==> config.mk <==
export PLATFORM = sky130hd
export DESIGN_NAME = ifmc_mode_control
export DESIGN_NICKNAME = d
export VERILOG_FILES = /design/src/rtl/ifmc_pkg.sv /design/src/rtl/ifmc_mode_control.sv /design/src/rtl/ifmc_pin_override.sv
export SDC_FILE = /design/constraint.sdc
export NUM_CORES = 1
export LEC_CHECK = 0
export ABC_AREA = 1
export BUFFER_PORTS_ARGS = -buffer_cell sky130_fd_sc_hd__clkbuf_2
export CORE_MARGIN = 3
export CORE_UTILIZATION = 40
export DETAILED_ROUTE_END_ITERATION = 8
export PLACE_DENSITY_LB_ADDON = 0.15
export SLEW_MARGIN = 20
export SYNTH_ARGS = -nofsm -noshare
export SYNTH_HDL_FRONTEND = slang
export SYNTH_SLANG_ARGS = --single-unit
==> constraint.sdc <==
create_clock -name clk -period 1.1 [get_ports clk]
set_clock_uncertainty 0.1 [all_clocks]
set_input_delay 0.22 -clock clk [delete_from_list [all_inputs] [get_ports clk]]
set_output_delay 0.22 -clock clk [all_outputs]
set_load 0.01 [all_outputs]
==> src/rtl/ifmc_pkg.sv <==
// Constants for the IF receiver mode-control block
package ifmc_pkg;
    localparam int CTRL_W           = 13;
    localparam logic [12:0] CTRL_RESET = 13'h0B57;
    localparam int BIT_POWER_DOWN   = 0;
    localparam int BIT_STANDBY      = 1;
    localparam int BIT_INPUT_PORT   = 2;
    localparam int BIT_FM_KIND      = 3;
    localparam int BIT_LO_OUTPUT_ON = 4;
    localparam int BIT_LO_HALVING   = 5;
    localparam int BIT_OSC_CHOICE   = 6;
    localparam int BIT_OSC_BYPASS   = 7;
    localparam int BIT_DIVIDER_SET  = 8;
    localparam int BIT_TURBO        = 9;
    localparam int BIT_TEST_ENABLE  = 10;
    localparam int BIT_PUMP_POL     = 11;
    localparam int BIT_TEST_MODE    = 12;
    typedef enum logic [1:0] {
        IFMC_OFF     = 2'b00,
        IFMC_REG_OFF = 2'b01,
        IFMC_STANDBY = 2'b10,
        IFMC_ACTIVE  = 2'b11
    } ifmc_state_t;
endpackage

==> src/rtl/ifmc_mode_control.sv <==
// Operating-mode control register and enable decode for the IF receiver
`timescale 1ns/1ps
`default_nettype none
module ifmc_mode_control (
    // Clock and power-down pin
    input  wire logic        clk,
    input  wire logic        rst_n,
    // Control word load from the serial front end
    input  wire logic        word_load,
    input  wire logic [12:0] word_data,
    // Optional control pins, each with a driven sense
    input  wire logic        standby_control_driven,
    input  wire logic        standby_control_n,
    input  wire logic        lo_buffer_enable_driven,
    input  wire logic        lo_buffer_enable_n,
    input  wire logic        divider_set_pin_driven,
    input  wire logic        divider_set_pin,
    input  wire logic        mode_pin_driven,
    input  wire logic        mode_pin,
    // Register readback
    output logic [12:0]      operating_mode_control,
    // Enables and selects
    output logic             serial_bus_on,
    output logic             gain_amp_on,
    output logic             demod_on,
    output logic             synth_on,
    output logic             input_cdma_sel,
    output logic             q_path_on,
    output logic             high_band_oscillator,
    output logic             low_band_oscillator,
    output logic             oscillator_bypass,
    output logic             lo_buffered_on,
    output logic             lo_halving_on,
    output logic             divider_set_one,
    output logic             turbo_on,
    output logic             pump_polarity,
    output logic             lo_i_phase,
    output logic             lo_q_phase,
    output logic [1:0]       power_state
);
    logic [12:0]            ctrl;
    logic [12:0]            next_ctrl;
    ifmc_pkg::ifmc_state_t  state;
    ifmc_pkg::ifmc_state_t  next_state;
    logic                   sb_eff;
    logic                   be_eff;
    logic                   ds_eff;
    logic                   is_eff;
    logic                   vs_eff;
    logic                   ds_res;
    logic                   lo_i;
    logic                   lo_q;
    logic                   next_lo_i;
    logic                   next_lo_q;
    logic                   next_serial_bus_on;
    logic                   next_gain_amp_on;
    logic                   next_demod_on;
    logic                   next_synth_on;
    logic                   next_q_path_on;
    logic                   next_input_cdma_sel;
    logic                   next_high_band_oscillator;
    logic                   next_low_band_oscillator;
    logic                   next_oscillator_bypass;
    logic                   next_divider_set_one;
    logic                   next_turbo_on;
    logic                   next_pump_polarity;
    logic                   next_lo_buffered_on;
    logic                   next_lo_halving_on;
    logic                   next_lo_i_phase;
    logic                   next_lo_q_phase;

    // Oscillator and synthesizer run in standby as well as when active
    function automatic logic osc_live_of(input ifmc_pkg::ifmc_state_t s);
        case (s)
            ifmc_pkg::IFMC_STANDBY: osc_live_of = 1'b1;
            ifmc_pkg::IFMC_ACTIVE:  osc_live_of = 1'b1;
            default:                osc_live_of = 1'b0;
        endcase
    endfunction

    // Gain amplifier and demodulator run only when fully active
    function automatic logic path_live_of(input ifmc_pkg::ifmc_state_t s);
        case (s)
            ifmc_pkg::IFMC_ACTIVE: path_live_of = 1'b1;
            default:               path_live_of = 1'b0;
        endcase
    endfunction

    // Pins resolved against the word
    ifmc_pin_override u_sb (
        .pin_driven (standby_control_driven),
        .pin_level  (standby_control_n),
        .reg_bit    (ctrl[ifmc_pkg::BIT_STANDBY]),
        .value      (sb_eff)
    );
    ifmc_pin_override u_be (
        .pin_driven (lo_buffer_enable_driven),
        .pin_level  (lo_buffer_enable_n),
        .reg_bit    (ctrl[ifmc_pkg::BIT_LO_OUTPUT_ON]),
        .value      (be_eff)
    );
    ifmc_pin_override u_ds (
        .pin_driven (divider_set_pin_driven),
        .pin_level  (divider_set_pin),
        .reg_bit    (ctrl[ifmc_pkg::BIT_DIVIDER_SET]),
        .value      (ds_res)
    );
    ifmc_pin_override u_is (
        .pin_driven (mode_pin_driven),
        .pin_level  (mode_pin),
        .reg_bit    (ctrl[ifmc_pkg::BIT_INPUT_PORT]),
        .value      (is_eff)
    );
    ifmc_pin_override u_vs (
        .pin_driven (mode_pin_driven),
        .pin_level  (mode_pin),
        .reg_bit    (ctrl[ifmc_pkg::BIT_OSC_CHOICE]),
        .value      (vs_eff)
    );
    // Mode pin also steers the divider set, ahead of the divider pin
    ifmc_pin_override u_md (
        .pin_driven (mode_pin_driven),
        .pin_level  (mode_pin),
        .reg_bit    (ds_res),
        .value      (ds_eff)
    );

    // Control word storage; pin low wipes it back to power-up state
    always_comb begin
        next_ctrl = ctrl;
        if (word_load) begin
            next_ctrl = word_data;
        end
    end

    always_ff @(posedge clk) begin
        if (!rst_n) begin
            ctrl <= ifmc_pkg::CTRL_RESET;
        end else begin
            ctrl <= next_ctrl;
        end
    end

    // Power state decode; the register power-down bit outranks standby
    always_comb begin
        case ({ctrl[ifmc_pkg::BIT_POWER_DOWN], sb_eff})
            2'h0:    next_state = ifmc_pkg::IFMC_REG_OFF;
            2'h1:    next_state = ifmc_pkg::IFMC_REG_OFF;
            2'h2:    next_state = ifmc_pkg::IFMC_STANDBY;
            default: next_state = ifmc_pkg::IFMC_ACTIVE;
        endcase
    end

    // LO phase latches: a two-stage ring puts I and Q a quarter period apart
    // The system clock stands in for the oscillator, so the phases only
    // show the ring order, not the real LO rate; this keeps one clock domain
    always_comb begin
        next_lo_i       = 1'b0;
        next_lo_q       = 1'b0;
        next_lo_i_phase = lo_i;
        next_lo_q_phase = lo_q;
        if (osc_live_of(state)) begin
            next_lo_i = ~lo_q;
            next_lo_q = lo_i;
        end
    end

    always_ff @(posedge clk) begin
        if (!rst_n) begin
            lo_i       <= 1'b0;
            lo_q       <= 1'b0;
            lo_i_phase <= 1'b0;
            lo_q_phase <= 1'b0;
        end else begin
            lo_i       <= next_lo_i;
            lo_q       <= next_lo_q;
            lo_i_phase <= next_lo_i_phase;
            lo_q_phase <= next_lo_q_phase;
        end
    end

    // Power and signal path; the serial bus stays up whenever the pin is high
    always_comb begin
        next_serial_bus_on = 1'b1;
        // Signal path only when fully active
        next_gain_amp_on   = path_live_of(next_state);
        next_demod_on      = path_live_of(next_state);
        // Standby keeps LO and synthesizer up
        next_synth_on      = osc_live_of(next_state);
        // In FM mode a kind bit of 1 drops the Q path
        next_q_path_on     = path_live_of(next_state) &&
                             (is_eff || !ctrl[ifmc_pkg::BIT_FM_KIND]);
    end

    always_ff @(posedge clk) begin
        if (!rst_n) begin
            state         <= ifmc_pkg::IFMC_OFF;
            power_state   <= 2'h0;
            serial_bus_on <= 1'b0;
            gain_amp_on   <= 1'b0;
            demod_on      <= 1'b0;
            synth_on      <= 1'b0;
            q_path_on     <= 1'b0;
        end else begin
            state         <= next_state;
            power_state   <= next_state;
            serial_bus_on <= next_serial_bus_on;
            gain_amp_on   <= next_gain_amp_on;
            demod_on      <= next_demod_on;
            synth_on      <= next_synth_on;
            q_path_on     <= next_q_path_on;
        end
    end

    // Oscillator choice; bypass turns both internal oscillators off
    always_comb begin
        next_high_band_oscillator = osc_live_of(next_state) &&
                                    !ctrl[ifmc_pkg::BIT_OSC_BYPASS] && vs_eff;
        next_low_band_oscillator  = osc_live_of(next_state) &&
                                    !ctrl[ifmc_pkg::BIT_OSC_BYPASS] && !vs_eff;
        next_oscillator_bypass    = ctrl[ifmc_pkg::BIT_OSC_BYPASS];
    end

    always_ff @(posedge clk) begin
        if (!rst_n) begin
            high_band_oscillator <= 1'b0;
            low_band_oscillator  <= 1'b0;
            oscillator_bypass    <= 1'b0;
        end else begin
            high_band_oscillator <= next_high_band_oscillator;
            low_band_oscillator  <= next_low_band_oscillator;
            oscillator_bypass    <= next_oscillator_bypass;
        end
    end

    // Readback, input port, divider set and pump settings
    always_comb begin
        next_input_cdma_sel  = is_eff;
        next_divider_set_one = ds_eff;
        next_turbo_on        = ctrl[ifmc_pkg::BIT_TURBO];
        next_pump_polarity   = ctrl[ifmc_pkg::BIT_PUMP_POL];
    end

    always_ff @(posedge clk) begin
        if (!rst_n) begin
            operating_mode_control <= '0;
            input_cdma_sel         <= 1'b0;
            divider_set_one        <= 1'b0;
            turbo_on               <= 1'b0;
            pump_polarity          <= 1'b0;
        end else begin
            operating_mode_control <= ctrl;
            input_cdma_sel         <= next_input_cdma_sel;
            divider_set_one        <= next_divider_set_one;
            turbo_on               <= next_turbo_on;
            pump_polarity          <= next_pump_polarity;
        end
    end

    // LO buffer stays usable in standby because the oscillator keeps running
    // Halving is only a select here; the divider itself sits in the analog path
    always_comb begin
        next_lo_buffered_on = osc_live_of(next_state) && !be_eff;
        next_lo_halving_on  = ctrl[ifmc_pkg::BIT_LO_HALVING];
    end

    always_ff @(posedge clk) begin
        if (!rst_n) begin
            lo_buffered_on <= 1'b0;
            lo_halving_on  <= 1'b0;
        end else begin
            lo_buffered_on <= next_lo_buffered_on;
            lo_halving_on  <= next_lo_halving_on;
        end
    end
endmodule
`default_nettype wire

==> src/rtl/ifmc_pin_override.sv <==
// Resolves a tri-state control pin against its register bit
`timescale 1ns/1ps
`default_nettype none
module ifmc_pin_override (
    // Pin sense
    input  wire logic pin_driven,
    input  wire logic pin_level,
    // Register bit
    input  wire logic reg_bit,
    // Result
    output logic      value
);
    // A floating pin hands control back to the register
    assign value = pin_driven ? pin_level : reg_bit;
endmodule
`default_nettype wire

Word-level counts from Yosys, hierarchy flattened
Index checks and enable logic that the tools add are counted.

Output and inout port bits: 31. Register bits after elaboration: 45. Logic and storage cells: 53. Bits of input ports: 24.

Reductions and logical operators: 15. Multiplexer cells: 11. Equal/unequal tests: 6. Bitwise logic cells: 1.

Operators by type and width (number): 2-bit == test, second input constant (5); 1-bit 2-to-1 mux (10); 2-bit OR reduction (3); 1-bit logical AND (5); 1-bit logical NOT (4); 2-bit one-hot mux with 2 select lines (1); 2-bit by 1-bit == test with 1-bit output, second input constant (1); 2-bit logical NOT (1); 2-bit AND reduction (1); 1-bit logical OR (1); 1-bit inverter (1).

Logic depth before layout (Yosys ltp)
Depth after elaboration: 9. Depth in mapped cells: 5. Gate-level depth less buffers: 5.

By module
A second synthesis with hierarchy kept.

Cells, all modules: 175. Area total of the unflattened synthesis: 1368.8 µm².

Modules (own cells, without submodules): ifmc_mode_control (times used 1, seq. area each 800.8 µm², area an instance 1278.7 µm², cells an instance 151); ifmc_pin_override (times used 6, seq. area each 0.0 µm², area an instance 15.0 µm², cells an instance 4).

Worst setup path after synthesis
Ideal clock, no wire load.

Path type: flip-flop to output port. Start point: reg synth_on (netlist name). End point: out power_state[1]. Cell stages (with the launch flop): 2. Required time: 0.780 ns. Path slack: 0.274 ns. Arrival: 0.506 ns. Path buffers: 1. Cell sequence: dfxtp_1 > buf_4.

RTL lines: end: declaration (RTL line ifmc_mode_control.sv:39) `output logic [1:0] power_state`.

==> out/metrics.yaml <==
worst_setup_path:
  critical_path_buf_inv_count: 1
  path_cells: "buf_6"
  rrSetupSlack_ps: 210
  setup.worst_path.end: "gain_amp_on"
  timing.critical_path.slowest_stage_cell: "sky130_fd_sc_hd__dfxtp_2"
  r2r_startpoint: "ctrl[0]"
  rr_endpoint: "q_path_on"
  cpPeakStageDelay_ps: 370
  crit_path_start_kind: "register"
  timing_worst_setup_path_type: "reg -> out"
  worst-r2r-cell-count: 4
  critical_path_peak_fanout: 2
  cp_num_cells: 1
  worst-endpoint-arrival_ps: 800
  critPathTopFamily: "flip-flops"
  cp-startpoint: "demod_on"
  worstPathRequired_ps: 780
  crit_path_end_kind: "primary output"
global_routing:
  globalRoute.totalOverflow: 0
  grt_antenna_before_repair: 0
  grt_first_pass_wirelength_um: 3939
  globalRouteTotalUtil_pct: 12.29
  grt_max_degree: 18
  first_global_vias: 975
finish:
  post_layout_nets: 242
  post_route_cells_drive_above_1_share_pct: 42.01
  diodes_inserted: 0
  utilization_pct: 61.76
  syn2layout_area_growth_pct: 43.63
  fillCellCount: 274
detailed_routing:
  drc_errors: 0
  final_antenna_violating_net_count: 0
  drt-vias-per-instance: 4.194
  vias: 1103
  drt-pass1-iter-count: 4
  dr.first_iter.drc_count: 21
  route.final.wire_length_um: 2417
  avgRoutedWirePerCell_um: 9.190
hold_path:
  timing.hold.worst.class: "in -> reg"
  holdCritStartpoint: "word_data[7]"
yosys:
  seq_total_area_yosys_pct: 59.53
  synth.cell_area_mm2: 0.001345
  synth_cell_types: 18
  syn_inst: 155
  ys_ff_latch: 40
  postSynthNetCount: 179
  synthesis.area_per_instance_um2: 8.678
  synth.yosys.warnings: 0
die:
  core_area_mm2: 0.003128
  die_width_um: 63.99
  dieHeight_um: 63.99
  floorplan.initialDensity_pct: 43.00
  ioPinCount: 55
  dieArea_mm2: 0.004094
  placementRows: 20
clock_network:
  clock_path_buffers: 2
  post-cts-setup-buffers: 0
  clock_tree.htree_level_count: 2
  clkTransAtPathRegs_ps: 100
  worst_skew_pair.late_latency_ps: 330
  clock_tree_from_tritoncts: "built"
  numClockSinks: 40
  clk_root_buffer_cell: "sky130_fd_sc_hd__clkbuf_4"
  total_cts_buffers: 5
timing:
  final.min_clock_period_ps: 1121
  slew-limit-headroom_pct: 80.19
  unrepaired_setup_endpoints_after_global_routing: "true"
  fmaxAchievable_mhz: 892.4
  worstMarginPinSlew_ps: 297.2
  timing.final.max_slew_violations: 0
  setup_viol: 13
  setup_slack_ps: -20.58
  final.period_utilization_pct: 101.9
  finalHoldViolCount: 0
placed_design:
  gp_congestion: 0.6943
  port_buffers: 54
  half_perimeter_wire_length_after_detailed_placement_um: 1801
power:
  ir_worst_vdd_uv: 783.9
  fin_total_pwr_mw: 2.746
  p_leak_nw: 1.061
  pwr_density_cell_mw_per_mm2: 1422
outcome:
  violations: "setup timing"
  status: "finished with violations"
run:
  timing.max_cap.violations: 0
-- what timing repair did --
action	4_1_cts	5_1_grt
gates resized for setup	7	66
setup endpoints to repair	31	31
pin swaps	0	0
hold buffers	9	2
endpoints found under the hold margin	8	2
-- metal layers --
layer	track usage (%)	vias to the layer above	wire length (um)
li1	-	579	-
met1	13.68	483	959
met2	20.26	35	1226
met3	5.097	6	186
met4	5.660	0	44
met5	0	-	0
-- sequential cells by signal, indices dropped and copies added (netlist names) --
name,flops
lo_q_phase,1
input_cdma_sel,1
divider_set_one,1
q_path_on,1
lo_q,1
ctrl,13
serial_bus_on,1
state,1
operating_mode_control,13
lo_i,1
demod_on,1
lo_i_phase,1
high_band_oscillator,1
lo_buffered_on,1
synth_on,1
low_band_oscillator,1
-- cell usage in the layout (no fill, tap or decap), drive strengths merged --
master	Yosys	routed
o21ai	8	8
nand2	39	39
nor2	13	13
nand3	8	8
and2	1	1
dlygate4sd3	0	11
a21oi	5	5
inv	27	27
clkbuf	0	31
buf	11	33
dfxtp	40	40
nor3	2	2
clkinv	1	1
-- where the power goes --
group | leakage [nW] | total, mW | internal, mW | switching (mW)
clock | 0.0326 | 0.741 | 0.316 | 0.425
sequential | 0.337 | 1.60 | 1.55 | 0.0511
combinational | 0.692 | 0.401 | 0.221 | 0.180
total | 1.06 | 2.75 | 2.09 | 0.657
-- cell type report --
type                    instances  area, um^2  share of cell area [%]
well taps                      44       55.05                   2.850
repair buffers                 67       539.3                   27.91
multi-input cells              76       347.8                   18.01
clock buffers                   8       58.81                   3.044
flip-flops and latches         40       824.5                   42.68
inverters                      28       106.4                   5.505
-- kinds of logic after synthesis --
group,Yosys count,synth area share (%)
buffers and inverters,39,14.60
and+or+nand+nor,63,20.19
DFF,40,59.54
AOI/OAI and AO/OA,13,5.674
-- through the flow --
| step | setup TNS [ps] | hold WS (ps) | setup slack (ps) | cells | instance area, um^2 |
|---|---|---|---|---|---|
| global route | -1511 | 14.94 | -79.11 | 263 | 1932 |
| CTS | -621.9 | 5.604 | -44.80 | 261 | 1753 |
| global placement | 0 | 294.5 | 65.95 | 244 | 1595 |
| detailed placement | 0 | 300.3 | 49.75 | 244 | 1595 |
| floorplan | 0 | 147.7 | 273.7 | 155 | 1345 |
| finish | -167.9 | 13.88 | -20.58 | 263 | 1932 |
-- cell usage after synthesis, drive strengths merged --
library cell	count	area, um^2
o21ai	8	43.79
buf	11	90.08
and2	1	6.260
nand3	8	40.04
dfxtp	40	800.8
nand2	39	156.4
nor2	13	58.80
inv	27	101.3
clkinv	1	5.000
a21oi	5	32.53
nor3	2	10.01
-- how the worst min path moves through the flow --
stage / to / slack, ps / cells past startpoint
CTS: ctrl[5] / 6 / 3
detailed placement: lo_buffered_on / 300 / 2
global route: ctrl[10] / 10 / 3
finish: ctrl[7] / 10 / 3
global placement: lo_buffered_on / 290 / 2
floorplan: serial_bus_on / 150 / 0
(Power assumes the default switching activity.)
